### src/design/cudc_defs.svh
// Register offsets, field positions, reset values and timing counts for the console serial port
// =====================================================================
`ifndef CUDC_DEFS_SVH
`define CUDC_DEFS_SVH
`define CUDC_OFS_DATA 2'h0
`define CUDC_OFS_IER 2'h1
`define CUDC_OFS_FCR 2'h2
`define CUDC_OFS_LCR 2'h3
`define CUDC_LCR_DLAB 7
`define CUDC_LCR_RST 8'h00
`define CUDC_IER_RST 8'h00
`define CUDC_FCR_RST 8'h00
`define CUDC_DIV_RST 16'h0001
`define CUDC_OVERSAMPLE 16
`define CUDC_MID_TICK 4'h7
`define CUDC_IER_RX 0
`define CUDC_IER_TX 1
`define CUDC_FCR_RXCLR 1
`define CUDC_FCR_TXCLR 2
`define CUDC_BASE_A 32'hbfe001e0
`define CUDC_BASE_B 32'hbfe001e8
`define CUDC_BASE_LPC 32'hbff003f8
`endif

### src/design/cudc_pkg.sv
// Types shared by the console serial port
package cudc_pkg;
	typedef struct packed {
		logic [1:0] addr;
		logic wr;
		logic rd;
		logic [7:0] wdata;
	} cudc_req_t;
	typedef enum logic [1:0] {CUDC_IDLE, CUDC_START, CUDC_DATA, CUDC_STOP} cudc_state_t;
endpackage : cudc_pkg

### src/design/cudc_bit_timer.sv
// Sixteen-times oversample tick generator
`timescale 1ns/1ps
module cudc_bit_timer (
	input wire logic clk_in, // Working clock
	input wire logic reset_in, // Asynchronous reset, active high
	input wire logic [15:0] divisor_in, // Programmed divisor
	output logic tick_out // One pulse per oversample period
);
	logic [15:0] count_r;
	logic [15:0] count_nxt;
	wire logic reload = (count_r <= 16'h0001);
	// A divisor of zero is treated as one so the port never stalls
	assign count_nxt = reload ? ((divisor_in == 16'h0000) ? 16'h0001 : divisor_in)
		: count_r - 16'h0001;
	always_ff @(posedge clk_in or posedge reset_in) begin
		if (reset_in) begin
			count_r <= 16'h0001;
			tick_out <= 1'b0;
		end else begin
			count_r <= count_nxt;
			tick_out <= reload;
		end
	end
endmodule : cudc_bit_timer

### src/design/cudc_uart.sv
// Console serial port: byte registers, transmitter and receiver
`timescale 1ns/1ps
`include "cudc_defs.svh"
module cudc_uart import cudc_pkg::*; (
	input wire logic clk_in, // Working clock
	input wire logic reset_in, // Asynchronous reset, active high
	input wire cudc_req_t req_in, // Byte register access
	output logic [7:0] rdata_out, // Read data, valid cycle after rd
	input wire logic rx_in, // Serial line in
	output logic tx_out, // Serial line out
	output logic irq_out, // Interrupt request
	output logic [7:0] fifo_ctrl_out // Last FIFO control value
);
	// =====================================================================
	// Registers
	logic [7:0] lcr_r, ier_r, fcr_r, div_lo_r, div_hi_r, rx_data_r;
	logic rx_full_r, tx_busy_r;
	wire logic dlab = lcr_r[`CUDC_LCR_DLAB];
	wire logic wr_data = req_in.wr && req_in.addr == `CUDC_OFS_DATA;
	wire logic wr_ier = req_in.wr && req_in.addr == `CUDC_OFS_IER;
	wire logic dll_we = wr_data && dlab;
	wire logic dlm_we = wr_ier && dlab;
	wire logic ier_we = wr_ier && !dlab;
	wire logic tx_we = wr_data && !dlab;
	wire logic fcr_we = req_in.wr && req_in.addr == `CUDC_OFS_FCR;
	wire logic lcr_we = req_in.wr && req_in.addr == `CUDC_OFS_LCR;
	wire logic rx_rd = req_in.rd && req_in.addr == `CUDC_OFS_DATA && !dlab;
	wire logic [15:0] divisor = {div_hi_r, div_lo_r};
	logic [7:0] rd_mux;
	always_comb begin
		unique case (req_in.addr)
			`CUDC_OFS_DATA: rd_mux = dlab ? div_lo_r : rx_data_r;
			`CUDC_OFS_IER: rd_mux = dlab ? div_hi_r : ier_r;
			`CUDC_OFS_FCR: rd_mux = {6'h00, tx_busy_r, rx_full_r};
			`CUDC_OFS_LCR: rd_mux = lcr_r;
		endcase
	end
	logic rx_done;
	logic [7:0] rx_byte;
	always_ff @(posedge clk_in or posedge reset_in) begin
		if (reset_in) begin
			lcr_r <= `CUDC_LCR_RST;
			ier_r <= `CUDC_IER_RST;
			fcr_r <= `CUDC_FCR_RST;
			{div_hi_r, div_lo_r} <= `CUDC_DIV_RST;
			rdata_out <= 8'h00;
		end else begin
			if (lcr_we) lcr_r <= req_in.wdata;
			if (ier_we) ier_r <= req_in.wdata;
			if (fcr_we) fcr_r <= req_in.wdata;
			if (dll_we) div_lo_r <= req_in.wdata;
			if (dlm_we) div_hi_r <= req_in.wdata;
			if (req_in.rd) rdata_out <= rd_mux;
		end
	end
	assign fifo_ctrl_out = fcr_r;
	// Zero in interrupt enable masks every source
	assign irq_out = (ier_r[`CUDC_IER_RX] && rx_full_r) ||
		(ier_r[`CUDC_IER_TX] && !tx_busy_r);
	// =====================================================================
	// Oversample tick
	logic tick;
	cudc_bit_timer u_timer (
		.clk_in(clk_in),
		.reset_in(reset_in),
		.divisor_in(divisor),
		.tick_out(tick)
	);
	// =====================================================================
	// Transmitter: start, eight data LSB first, one stop, no parity
	cudc_state_t tx_st_r;
	logic [3:0] tx_sub_r;
	logic [2:0] tx_bit_r;
	logic [7:0] tx_sh_r;
	always_ff @(posedge clk_in or posedge reset_in) begin
		if (reset_in) begin
			tx_st_r <= CUDC_IDLE;
			tx_sub_r <= 4'h0;
			tx_bit_r <= 3'h0;
			tx_sh_r <= 8'h00;
			tx_out <= 1'b1;
			tx_busy_r <= 1'b0;
		end else begin
			unique case (tx_st_r)
				CUDC_IDLE: begin
					tx_out <= 1'b1;
					// Writes while busy are dropped: there is no holding buffer
					if (tx_we) begin
						tx_sh_r <= req_in.wdata;
						tx_busy_r <= 1'b1;
						tx_sub_r <= 4'h0;
						tx_st_r <= CUDC_START;
					end
				end
				CUDC_START: begin
					tx_out <= 1'b0;
					if (tick) begin
						tx_sub_r <= tx_sub_r + 4'h1;
						if (tx_sub_r == 4'hf) begin
							tx_st_r <= CUDC_DATA;
							tx_bit_r <= 3'h0;
						end
					end
				end
				CUDC_DATA: begin
					tx_out <= tx_sh_r[0];
					if (tick) begin
						tx_sub_r <= tx_sub_r + 4'h1;
						if (tx_sub_r == 4'hf) begin
							tx_sh_r <= {1'b0, tx_sh_r[7:1]};
							tx_bit_r <= tx_bit_r + 3'h1;
							if (tx_bit_r == 3'h7) tx_st_r <= CUDC_STOP;
						end
					end
				end
				CUDC_STOP: begin
					tx_out <= 1'b1;
					if (tick) begin
						tx_sub_r <= tx_sub_r + 4'h1;
						if (tx_sub_r == 4'hf) begin
							tx_st_r <= CUDC_IDLE;
							tx_busy_r <= 1'b0;
						end
					end
				end
			endcase
		end
	end
	// =====================================================================
	// Receiver line synchroniser
	logic rx_s1_r, rx_s2_r;
	always_ff @(posedge clk_in or posedge reset_in) begin
		if (reset_in) begin
			rx_s1_r <= 1'b1;
			rx_s2_r <= 1'b1;
		end else begin
			rx_s1_r <= rx_in;
			rx_s2_r <= rx_s1_r;
		end
	end
	// =====================================================================
	// Receiver: mid-bit sampling at sixteen ticks per bit
	cudc_state_t rx_st_r;
	logic [3:0] rx_sub_r;
	logic [2:0] rx_bit_r;
	logic [7:0] rx_sh_r;
	always_ff @(posedge clk_in or posedge reset_in) begin
		if (reset_in) begin
			rx_st_r <= CUDC_IDLE;
			rx_sub_r <= 4'h0;
			rx_bit_r <= 3'h0;
			rx_sh_r <= 8'h00;
			rx_done <= 1'b0;
			rx_byte <= 8'h00;
		end else begin
			rx_done <= 1'b0;
			unique case (rx_st_r)
				CUDC_IDLE: begin
					rx_sub_r <= 4'h0;
					if (!rx_s2_r) rx_st_r <= CUDC_START;
				end
				CUDC_START: begin
					if (tick) begin
						rx_sub_r <= rx_sub_r + 4'h1;
						// Recheck at mid start bit to reject glitches
						if (rx_sub_r == `CUDC_MID_TICK) begin
							rx_sub_r <= 4'h0;
							rx_bit_r <= 3'h0;
							rx_st_r <= rx_s2_r ? CUDC_IDLE : CUDC_DATA;
						end
					end
				end
				CUDC_DATA: begin
					if (tick) begin
						rx_sub_r <= rx_sub_r + 4'h1;
						if (rx_sub_r == 4'hf) begin
							rx_sh_r <= {rx_s2_r, rx_sh_r[7:1]};
							rx_bit_r <= rx_bit_r + 3'h1;
							if (rx_bit_r == 3'h7) rx_st_r <= CUDC_STOP;
						end
					end
				end
				CUDC_STOP: begin
					if (tick) begin
						rx_sub_r <= rx_sub_r + 4'h1;
						if (rx_sub_r == 4'hf) begin
							rx_st_r <= CUDC_IDLE;
							// A bad stop bit discards the character
							if (rx_s2_r) begin
								rx_done <= 1'b1;
								rx_byte <= rx_sh_r;
							end
						end
					end
				end
			endcase
		end
	end
	// =====================================================================
	// Received byte holding; a new arrival wins over a same-cycle read
	always_ff @(posedge clk_in or posedge reset_in) begin
		if (reset_in) begin
			rx_data_r <= 8'h00;
			rx_full_r <= 1'b0;
		end else if (rx_done) begin
			rx_data_r <= rx_byte;
			rx_full_r <= 1'b1;
		end else if (rx_rd || (fcr_we && req_in.wdata[`CUDC_FCR_RXCLR])) begin
			rx_full_r <= 1'b0;
		end
	end
endmodule : cudc_uart

### config.mk
export PLATFORM = sky130hd
export DESIGN_NAME = cudc_uart
export DESIGN_NICKNAME = d
export VERILOG_FILES = /design/src/design/cudc_pkg.sv /design/src/design/cudc_bit_timer.sv /design/src/design/cudc_uart.sv
export VERILOG_INCLUDE_DIRS = /design/src /design/src/design
export SDC_FILE = /design/constraint.sdc
export NUM_CORES = 1
export LEC_CHECK = 0
export BUFFER_PORTS_ARGS = -buffer_cell sky130_fd_sc_hd__buf_2
export CORE_ASPECT_RATIO = 0.6
export CORE_MARGIN = 4
export CORE_UTILIZATION = 32
export CTS_BUF_LIST = sky130_fd_sc_hd__clkbuf_4 sky130_fd_sc_hd__clkbuf_8
export DETAILED_ROUTE_END_ITERATION = 6
export HOLD_SLACK_MARGIN = 0.15
export PLACE_DENSITY = 0.58
export REMOVE_ABC_BUFFERS = 1
export SYNTH_ARGS = -nofsm -noshare
export SYNTH_HDL_FRONTEND = slang
export SYNTH_HIERARCHICAL = 1
export SYNTH_SLANG_ARGS = --single-unit
### constraint.sdc
create_clock -name clk_in -period 4.35 [get_ports clk_in]
set_input_delay 0 -clock clk_in [delete_from_list [all_inputs] [get_ports clk_in]]
set_output_delay 0 -clock clk_in [all_outputs]
set_load 0.01 [all_outputs]
==> flow_metrics.env, run 1 <==
export IMPL_first_pass_iters=5
export IMPL_synth_cell_area_mm2=0.005747
export IMPL_arrival_ps=3170
export IMPL_r2r_start="lcr_r[7]$_DFFE_PP0P_"
export IMPL_drt_initial_drc_count=215
export IMPL_path_clk_slew_ps=80
export IMPL_clock_skew_ps=11.67
export IMPL_core_region_area_mm2=0.01736
export IMPL_fillCellCount=1669
export IMPL_finalMaxSlewViolations=0
export IMPL_grt_pass1_vias=4066
export IMPL_route_detailed_drc=0
export IMPL_worst_r2r_cell_count=5
export IMPL_p_per_area_mw_per_mm2=500.6
export IMPL_place_hpwl_um=9064
export IMPL_grt_setup_unrepaired="false"
export IMPL_viasPerCell=4.907
export IMPL_synthFlopType="dfrtp_1"
export IMPL_setup_worst_path_end="ier_r[1]$_DFFE_PP0P_"
export IMPL_final_nets=578
export IMPL_cts_hold_buf=21
export IMPL_status="complete, no violations"
export IMPL_htree_levels=4
export IMPL_synth_edff_count=0
export IMPL_max_freq_mhz=354.5
export IMPL_min_path_type="primary input to register"
export IMPL_cts_tree="done"
export IMPL_synthCells=500
export IMPL_setup_viol=0
export IMPL_hold_viol_final=0
export IMPL_grt_pass1_wl_um=21580
export IMPL_grt_usage_pct=13.20
export IMPL_hold_ws_ps=208.4
export IMPL_synth_top_area_share_pct=50.51
export IMPL_final_area_mm2=0.006748
export IMPL_cts_root_buf="clkbuf_8"
export IMPL_clock_path_buffers=2
export IMPL_max_slew_margin_rel_pct=28.53
export IMPL_crit_type="register to register"
export IMPL_io_pins=33
export IMPL_avgSynthCellArea_um2=11.49
export IMPL_synth_seq_area_share_pct=52.80
export IMPL_required_ps=4700
export IMPL_insertion_delay_ps=420
export IMPL_grt_max_degree=77
export IMPL_portBuffers=32
export IMPL_num_rows=37
export IMPL_area_delta_synth_final_pct=17.42
export IMPL_tns_ps=0
export IMPL_wire_per_inst_um=16.08
export IMPL_overflow=0
export IMPL_clock_sinks=121
export IMPL_cts_buffers=17
export IMPL_fin_crit_sh_pct=64.85
export IMPL_critPathMaxFanout=22
export IMPL_layout_min_cycle_time_ps=2821
export IMPL_via_count=3911
export IMPL_synthTopCellsByArea="dfrtp_1 (51%), mux2_2 (12%), mux2i_1 (3.5%)"
export IMPL_place_ws_ps=1809
export IMPL_die_w_um=181.0
export IMPL_die_height_um=111.8
export IMPL_cp_start_kind="register"
export IMPL_drive_above_1_share_pct=27.18
export IMPL_wirelength_um=12820
export IMPL_drt_antenna_violating_nets=0
export IMPL_yosys_area_top_type="dfrtp_1"
export IMPL_postSynth_asyncResetShare_pct=100.0
export IMPL_maxCapViolations=0
export IMPL_critPathCaptureType="register"
export IMPL_antennaDiodeCount=0
export IMPL_worstMarginPinSlew_ps=1072
export IMPL_placed_cell_area_mm2=0.006067
export IMPL_gp_congestion=0.7932
export IMPL_die_area_mm2=0.02024
export IMPL_rrSetupSlack_ps=1530
export IMPL_r2r_end="ier_r[1]$_DFFE_PP0P_"
export IMPL_setup_ws_ps=1529
export IMPL_ys_seq_elements=121
export IMPL_post_cts_resized=0
export IMPL_cts_setup_buffers=0
export IMPL_mostFrequentLayoutCell="dfrtp_1"
export IMPL_crit_path_start="lcr_r[7]$_DFFE_PP0P_"
export IMPL_yosysWarnings=6
export IMPL_synth_cell_type_count=56
export IMPL_irDropWorstVdd_uv=185.5
export IMPL_post_route_util_pct=38.87
export IMPL_start_util_pct=33.10
export IMPL_final_cell_mix="dfrtp_1 (116), mux2_2 (61), nand2_1 (52), nor2_1 (44), a21oi_1 (34)"
export IMPL_leakage_nw=3.125
export IMPL_antenna_found_initial=0
[through the flow]
step           instances  power [mW]
5_1_grt              797       3.570
2_1_floorplan        477       1.968
6_report             797       3.378
3_3_place_gp         744       2.155
3_5_place_dp         744       2.183
4_1_cts              797       3.403
[registers in the layout, summed over array words and instances (netlist names), 2 cells and up, named ones only]
name / cells
rx_bit_r: 3
rx_data_r: 8
tx_bit_r: 3
ier_r: 8
tx_sub_r: 4
rx_sh_r: 8
tx_sh_r: 8
div_lo_r: 8
tx_st_r: 2
rx_sub_r: 4
fifo_ctrl_out: 8
rx_byte: 8
rdata_out: 8
div_hi_r: 8
lcr_r: 8
u_timer/count_r: 16
[kinds of logic (layout without fill, tap and decap cells)]
family          after synthesis  after routing  synth area share (%)
compound gates               72             72                 7.773
xor+xnor                     18             18                 2.743
fa+ha+maj                    13             13                 2.830
buf+inv                      41            104                 3.658
flops                       121            121                 52.80
mux                          84             84                 16.22
simple gates                151            151                 13.98
[how the worst min path moves through the flow]
stage | start | to | slack, ps | depth (start not counted)
global placement | rx_in | rx_s1_r$_DFF_PP1_ | 110 | 1
CTS | req_in[10] | rdata_out[7]$_DFFE_PP0P_ | 190 | 3
finish | req_in[10] | rdata_out[3]$_DFFE_PP0P_ | 210 | 3
global route | req_in[10] | rdata_out[6]$_DFFE_PP0P_ | 200 | 3
floorplan | reset_in | u_timer/count_r[10]$_DFF_PP0_ | -70 | 1
detailed placement | rx_in | rx_s1_r$_DFF_PP1_ | 110 | 1
[power breakdown]
part           switching (mW)  internal (mW)  total [mW]
combinational           0.300          0.317       0.617
sequential              0.235           1.35        1.58
clock                   0.455          0.725        1.18
[worst max-delay path, stage by stage, from the launching register on]
cell           delay [ps]
dfrtp_1               780
nor3b_4               630
nand2_1               110
dlygate4sd3_1         580
o21ai_0                80
dlygate4sd3_1         560
[cell type report]
class | count | area, um^2 | area share [%]
multi-input combinational | 338 | 2502 | 37.09
clock buffer | 20 | 275.3 | 4.079
timing repair buffer | 54 | 377.9 | 5.600
tap | 234 | 292.8 | 4.339
clock inverter | 12 | 195.2 | 2.893
inverter | 18 | 70.07 | 1.038
sequential | 121 | 3034 | 44.97
[synth_stat cells, drive strengths merged (2+ instances only)]
master and count:
o221ai 2, and4 2, clkbuf 5, or4 2, mux2 64, nor3b 2
nand2b 2, nor2 45, inv 18, xor2 10, dfrtp 116, or3 2
ha 13, nor4 7, o21ai 14, a32o 2, o31ai 2, dfstp 5
mux2i 20, nand3 7, xnor2 8, nand3b 5, nand4 4, a21oi 34
a22oi 5, buf 18, a31oi 4, nand2 53, a31o 2, nor3 5
nor2b 7, and3 4
[per-layer routing]
| layer | vias up | track usage (%) | routed length, um |
|---|---|---|---|
| met5 | - | 0 | 0 |
| met4 | 0 | 3.348 | 81 |
| met3 | 8 | 3.461 | 877 |
| met2 | 89 | 18.16 | 5206 |
| met1 | 1958 | 20.46 | 6652 |
| li1 | 1856 | - | - |
(Power assumes the default switching activity.)
==> run 2, diff against run 1 <==
==> constraint.sdc (replaced) <==
create_clock -name clk_in -period 2.76 [get_ports clk_in]
set_input_delay 0 -clock clk_in [delete_from_list [all_inputs] [get_ports clk_in]]
set_output_delay 0 -clock clk_in [all_outputs]
set_load 0.01 [all_outputs]
==> run 2 against run 1 <==
Die area stayed put. Final cell count is 1.3% higher. Clock-buffer cell count is 2 higher. Design area hardly changed. Routed wire length is 0.94% higher. Clock power is 33% higher. Critical path depth stayed put. First-iteration DRC count is 2.8% higher. Sequential share of layout area hardly changed. Core utilization hardly changed. Power is 49% higher.
==> flow_metrics.env, run 2 (same netlist as run 1, synthesis figures left out) <==
export IMPL_post_cts_resized=0
export IMPL_mostFrequentLayoutCell="dfrtp_1"
export IMPL_fillCellCount=1719
export IMPL_r2r_end="ier_r[1]$_DFFE_PP0P_"
export IMPL_htree_levels=4
export IMPL_fin_crit_sh_pct=95.26
export IMPL_die_height_um=111.8
export IMPL_num_rows=37
export IMPL_grt_usage_pct=13.24
export IMPL_irDropWorstVdd_uv=274.2
export IMPL_status="complete, no violations"
export IMPL_io_pins=33
export IMPL_p_int_mw=3.497
export IMPL_setup_viol=0
export IMPL_leakage_nw=3.152
export IMPL_final_nets=588
export IMPL_drt_initial_drc_count=221
export IMPL_switching_share_pct=30.62
export IMPL_first_pass_iters=5
export IMPL_grt_max_degree=53
export IMPL_required_ps=3070
export IMPL_clock_sinks=121
export IMPL_grt_pass1_vias=3961
export IMPL_drive_above_1_share_pct=28.27
export IMPL_layout_min_cycle_time_ps=2629
export IMPL_viasPerCell=4.907
export IMPL_core_region_area_mm2=0.01736
export IMPL_crit_type="register to register"
export IMPL_post_route_util_pct=38.83
export IMPL_insertion_delay_ps=430
export IMPL_critPathMaxFanout=22
export IMPL_place_hpwl_um=9225
export IMPL_final_cell_mix="dfrtp_1 (116), mux2_2 (61), nand2_1 (52), nor2_1 (44), a21oi_1 (34)"
export IMPL_via_count=3960
export IMPL_worst_r2r_cell_count=5
export IMPL_overflow=0
export IMPL_seqPwrFrac_pct=49.4
export IMPL_clock_path_buffers=2
export IMPL_hold_end="rx_s1_r$_DFF_PP1_"
export IMPL_start_util_pct=33.10
export IMPL_critPathCaptureType="register"
export IMPL_p_per_area_mw_per_mm2=747.6
export IMPL_largest_register_ffs=16
export IMPL_hold_start="rx_in"
export IMPL_hold_depth=2
export IMPL_largest_register="u_timer/count_r"
export IMPL_grt_setup_unrepaired="false"
export IMPL_r2r_start="lcr_r[7]$_DFFE_PP0P_"
export IMPL_drt_antenna_violating_nets=0
export IMPL_gp_congestion=0.7847
export IMPL_max_slew_margin_rel_pct=28.67
export IMPL_hold_viol_final=0
export IMPL_rrSetupSlack_ps=130
export IMPL_tns_ps=0
export IMPL_cts_buffers=17
export IMPL_worstMarginPinSlew_ps=1070
export IMPL_wire_per_inst_um=16.03
export IMPL_wirelength_um=12940
export IMPL_path_clk_slew_ps=70
export IMPL_max_freq_mhz=380.4
export IMPL_area_delta_synth_final_pct=17.31
export IMPL_die_area_mm2=0.02024
export IMPL_portBuffers=32
export IMPL_cp_start_kind="register"
export IMPL_route_detailed_drc=0
export IMPL_die_w_um=181.0
export IMPL_p_comb_share_pct=19.5
export IMPL_grt_pass1_wl_um=21430
export IMPL_finalMaxSlewViolations=0
export IMPL_arrival_ps=2940
export IMPL_cts_root_buf="clkbuf_8"
export IMPL_cts_tree="done"
export IMPL_min_path_type="primary input to register"
export IMPL_antenna_found_initial=0
export IMPL_power_switching_mw=1.543
export IMPL_maxCapViolations=0
export IMPL_antennaDiodeCount=0
export IMPL_clock_skew_ps=9.535
export IMPL_p_clk_share_pct=31.1
==> run 2: changes by cell type in the layout (fill, tap and decap cells not counted), sizes merged <==
cell         previous run  this run
clkinvlp                4         1
clkbuf                 20        22
clkinv                  3         7
bufinv                  5         2
dlygate4sd3            21        22
buf                    33        42
==> run 2: timing repair <==
action / in CTS / in global routing
setup endpoints to repair: 0 / 1
endpoints found under the hold margin: 124 / 0
hold buffers: 22 / 0
buffers inserted: 0 / 3
==> run 2: metrics by stage <==
| stage | cells | power (mW) | hold slack (ps) | cell area, um^2 | setup WS (ps) |
|---|---|---|---|---|---|
| after floorplan | 477 | 3.102 | -74.66 | 5604 | 34.43 |
| after global routing | 807 | 5.327 | 223.8 | 6741 | 39.52 |
| final | 807 | 5.040 | 216.8 | 6741 | 130.9 |
| after detailed placement | 750 | 3.448 | 118.5 | 6112 | 596.2 |
| after CTS | 804 | 5.068 | 202.6 | 6719 | 33.65 |
| after global placement | 750 | 3.410 | 116.9 | 6112 | 632.0 |
==> run 2: how the worst max path moves through the flow <==
| stage | cells past startpoint | slack [ps] | from | to |
|---|---|---|---|---|
| 3_3_place_gp | 3 | 630 | lcr_r[7]$_DFFE_PP0P_ | rdata_out[1]$_DFFE_PP0P_ |
| 3_5_place_dp | 3 | 600 | lcr_r[7]$_DFFE_PP0P_ | rdata_out[1]$_DFFE_PP0P_ |
| 2_1_floorplan | 1 | 30 | reset_in | asynchronous set/reset pin |
| 4_1_cts | 5 | 30 | lcr_r[7]$_DFFE_PP0P_ | ier_r[1]$_DFFE_PP0P_ |
| 6_report | 5 | 130 | lcr_r[7]$_DFFE_PP0P_ | ier_r[1]$_DFFE_PP0P_ |
| 5_1_grt | 5 | 40 | lcr_r[7]$_DFFE_PP0P_ | ier_r[1]$_DFFE_PP0P_ |
==> run 2: power by group through the flow <==
stage | logic [mW] | registers [mW] | clock network, mW
2_1_floorplan | 0.675 | 2.43 | 0
3_3_place_gp | 0.907 | 2.50 | 0
3_5_place_dp | 0.934 | 2.51 | 0
4_1_cts | 0.980 | 2.49 | 1.60
5_1_grt | 1.10 | 2.54 | 1.69
6_report | 0.982 | 2.49 | 1.57
==> run 2: final cells by class <==
cell class	instances	area [um^2]	share of cell area [%]
clock buffers	22	284.0	4.213
clock inverters	10	102.6	1.522
inverters	18	70.07	1.039
multi-input cells	338	2502	37.12
flip-flops and latches	121	3034	45.01
well taps	234	292.8	4.343
repair buffers	64	455.4	6.756
==> run 2: worst max-delay path, cell delays in order, from the launching register on <==
cell           delay [ps]
dfrtp_1              1050
nor3b_4               150
nand2_1               120
dlygate4sd3_1         540
o21ai_0                70
dlygate4sd3_1         570
==> run 2: metal layers <==
layer / track usage, % / vias up / part of all wire [%]
li1: - / 1878 / -
met1: 21.33 / 1991 / 54
met2: 17.41 / 83 / 39
met3: 2.840 / 8 / 6.2
met4: 3.898 / 0 / 0.67
met5: 0 / - / 0
==> run 3, diff against run 2 <==
--- a/config.mk
+++ b/config.mk
@@ -17,5 +17,4 @@
 export REMOVE_ABC_BUFFERS = 1
 export SYNTH_ARGS = -nofsm -noshare
 export SYNTH_HDL_FRONTEND = slang
-export SYNTH_HIERARCHICAL = 1
 export SYNTH_SLANG_ARGS = --single-unit
==> run 3 against run 2 <==
Combinational power grew 13%. Non-clock buffer count shrank 13. Critical path type unchanged. Sequential power is essentially flat.
==> flow_metrics.env, run 3 <==
export IMPL_hold_ws_ps=226.8
export IMPL_finalMaxSlewViolations=0
export IMPL_synth_top_area_share_pct=50.89
export IMPL_arrival_ps=2510
export IMPL_p_per_area_mw_per_mm2=831.3
export IMPL_num_rows=37
export IMPL_path_clk_slew_ps=70
export IMPL_place_hpwl_um=9309
export IMPL_post_route_util_pct=38.90
export IMPL_start_util_pct=32.95
export IMPL_io_pins=33
export IMPL_drt_initial_drc_count=277
export IMPL_layout_min_cycle_time_ps=2197
export IMPL_leakage_nw=3.009
export IMPL_largest_register="u_timer.count_r"
export IMPL_viasPerCell=4.947
export IMPL_clock_skew_ps=11.71
export IMPL_clock_path_buffers=2
export IMPL_synthCells=477
export IMPL_placed_cell_area_mm2=0.006108
export IMPL_cts_tree="done"
export IMPL_core_region_area_mm2=0.01731
export IMPL_grt_setup_unrepaired="false"
export IMPL_avgSynthCellArea_um2=11.96
export IMPL_fin_crit_sh_pct=79.59
export IMPL_seqCellArea_mm2=0.003034
export IMPL_die_w_um=180.4
export IMPL_yosys_area_top_type="dfrtp_1"
export IMPL_cp_start_kind="register"
export IMPL_final_nets=551
export IMPL_synthTopCellsByArea="dfrtp_1 (51%), mux2_2 (15%), nand2_1 (3.4%)"
export IMPL_drt_antenna_violating_nets=0
export IMPL_max_slew_margin_rel_pct=52.72
export IMPL_cts_buffers=17
export IMPL_overflow=0
export IMPL_die_area_mm2=0.02010
export IMPL_cts_root_buf="clkbuf_8"
export IMPL_die_height_um=111.4
export IMPL_htree_levels=4
export IMPL_cts_setup_buffers=0
export IMPL_required_ps=3070
export IMPL_yosysWarnings=0
export IMPL_wire_per_inst_um=17.26
export IMPL_irDropWorstVdd_uv=322.0
export IMPL_grt_max_degree=68
export IMPL_route_detailed_drc=0
export IMPL_synth_cell_area_mm2=0.005704
export IMPL_synth_common_cells="dfrtp_1 (116), mux2_2 (75), nand2_1 (52)"
export IMPL_tns_ps=0
export IMPL_synth_cell_type_count=48
export IMPL_critPathCaptureType="register"
export IMPL_max_freq_mhz=455.2
export IMPL_via_count=3799
export IMPL_final_area_mm2=0.006735
export IMPL_synthFlopType="dfrtp_1"
export IMPL_mostFrequentLayoutCell="dfrtp_1"
export IMPL_crit_type="register to register"
export IMPL_largest_register_ffs=16
export IMPL_grt_usage_pct=13.68
export IMPL_fillCellCount=1663
export IMPL_ys_seq_elements=121
export IMPL_antenna_found_initial=2
export IMPL_clock_sinks=121
export IMPL_portBuffers=32
export IMPL_drive_above_1_share_pct=31.09
export IMPL_grt_pass1_vias=3908
export IMPL_critPathMaxFanout=15
export IMPL_setup_viol=0
export IMPL_final_cell_mix="dfrtp_1 (116), mux2_2 (75), nand2_1 (52), buf_2 (32), clkbuf_8 (21)"
export IMPL_multiInputGateArea_mm2=0.002520
export IMPL_yosysMostFrequentCell="dfrtp_1"
export IMPL_wirelength_um=13260
export IMPL_synth_seq_area_share_pct=53.19
export IMPL_area_delta_synth_final_pct=18.07
export IMPL_hold_viol_final=0
export IMPL_insertion_delay_ps=430
export IMPL_synth_edff_count=0
export IMPL_min_path_type="primary input to register"
export IMPL_antennaDiodeCount=0
export IMPL_gp_congestion=0.8433
export IMPL_worstMarginPinSlew_ps=709.2
export IMPL_maxCapViolations=0
export IMPL_status="complete, no violations"
export IMPL_first_pass_iters=4
export IMPL_postSynth_asyncResetShare_pct=100.0
export IMPL_grt_pass1_wl_um=21740
## run 3: changes by cell type after synthesis, moves of 5 or more
cell,previous run,this run
buf_2,9,0
a21oi_1,34,17
nor2_1,44,20
xor2_1,10,5
clkbuf_1,5,22
a22oi_1,5,0
mux2_2,61,75
## run 3: final cells by class
cell class | count | area share (%)
clock inverters | 8 | 2.824
inverters | 13 | 0.7617
repair buffers | 51 | 5.202
multi-input cells | 319 | 37.41
flip-flops and latches | 121 | 45.05
well taps | 234 | 4.347
clock buffers | 22 | 4.403
## run 3: logic make-up (layout without fill, tap and decap cells)
group	Yosys count	in the layout	synth area share [%]
flip-flops	121	121	53.19
buffers and inverters	37	94	2.632
multiplexers	101	101	20.42
adder cells (fa/ha/maj)	13	13	2.852
AO/OA/AOI/OAI	61	61	6.603
XOR/XNOR	15	15	2.303
AND/OR/NAND/NOR	129	129	12.00
## run 3: metrics by stage
step	setup WS (ps)	power [mW]	cells
2_1_floorplan	-445.9	3.235	453
3_3_place_gp	616.8	3.581	724
3_5_place_dp	578.6	3.630	724
4_1_cts	556.4	5.631	768
5_1_grt	385.4	5.880	768
6_report	563.2	5.599	768
## run 3: path summary, 6_finish.rpt
path | from | to | slack (ps) | cells after the start
min | rx_in | rx_s1_r$_DFF_PP1_ | 230 | 2
max in group asynchronous | reset_in | u_timer.count_r[0]$_DFF_PP1_ | 1690 | 4
max reg2reg | u_timer.count_r[2]$_DFF_PP0_ | u_timer.count_r[2]$_DFF_PP0_ | 560 | 5
min in group asynchronous | reset_in | asynchronous set/reset pin | 240 | 3
min reg2reg | rx_s1_r$_DFF_PP1_ | rx_s2_r$_DFF_PP1_ | 350 | 0
max | u_timer.count_r[2]$_DFF_PP0_ | u_timer.count_r[2]$_DFF_PP0_ | 560 | 5
## run 3: what timing repair did
| item | in CTS | in global routing |
|---|---|---|
| gates resized for setup | 0 | 0 |
| hold buffers | 14 | 0 |
| endpoints found under the hold margin | 112 | 0 |
## run 3: power breakdown
| group | switching, mW | internal, mW |
|---|---|---|
| combinational | 0.523 | 0.584 |
| sequential | 0.396 | 2.13 |
| clock | 0.705 | 1.26 |
| total | 1.62 | 3.98 |
## run 3: critical path, cell delays in order (launching register included)
cell and delay, ps:
dfrtp_1 440, nor4_4 540, nand4_4 200, nor4_4 230
buf_4 300, mux2_2 360
## run 3: per-layer routing
layer | track usage [%] | wire length [um]
met2 | 18.15 | 5203
met3 | 3.820 | 876
met5 | 0 | 20
met1 | 21.48 | 7079
met4 | 3.776 | 76
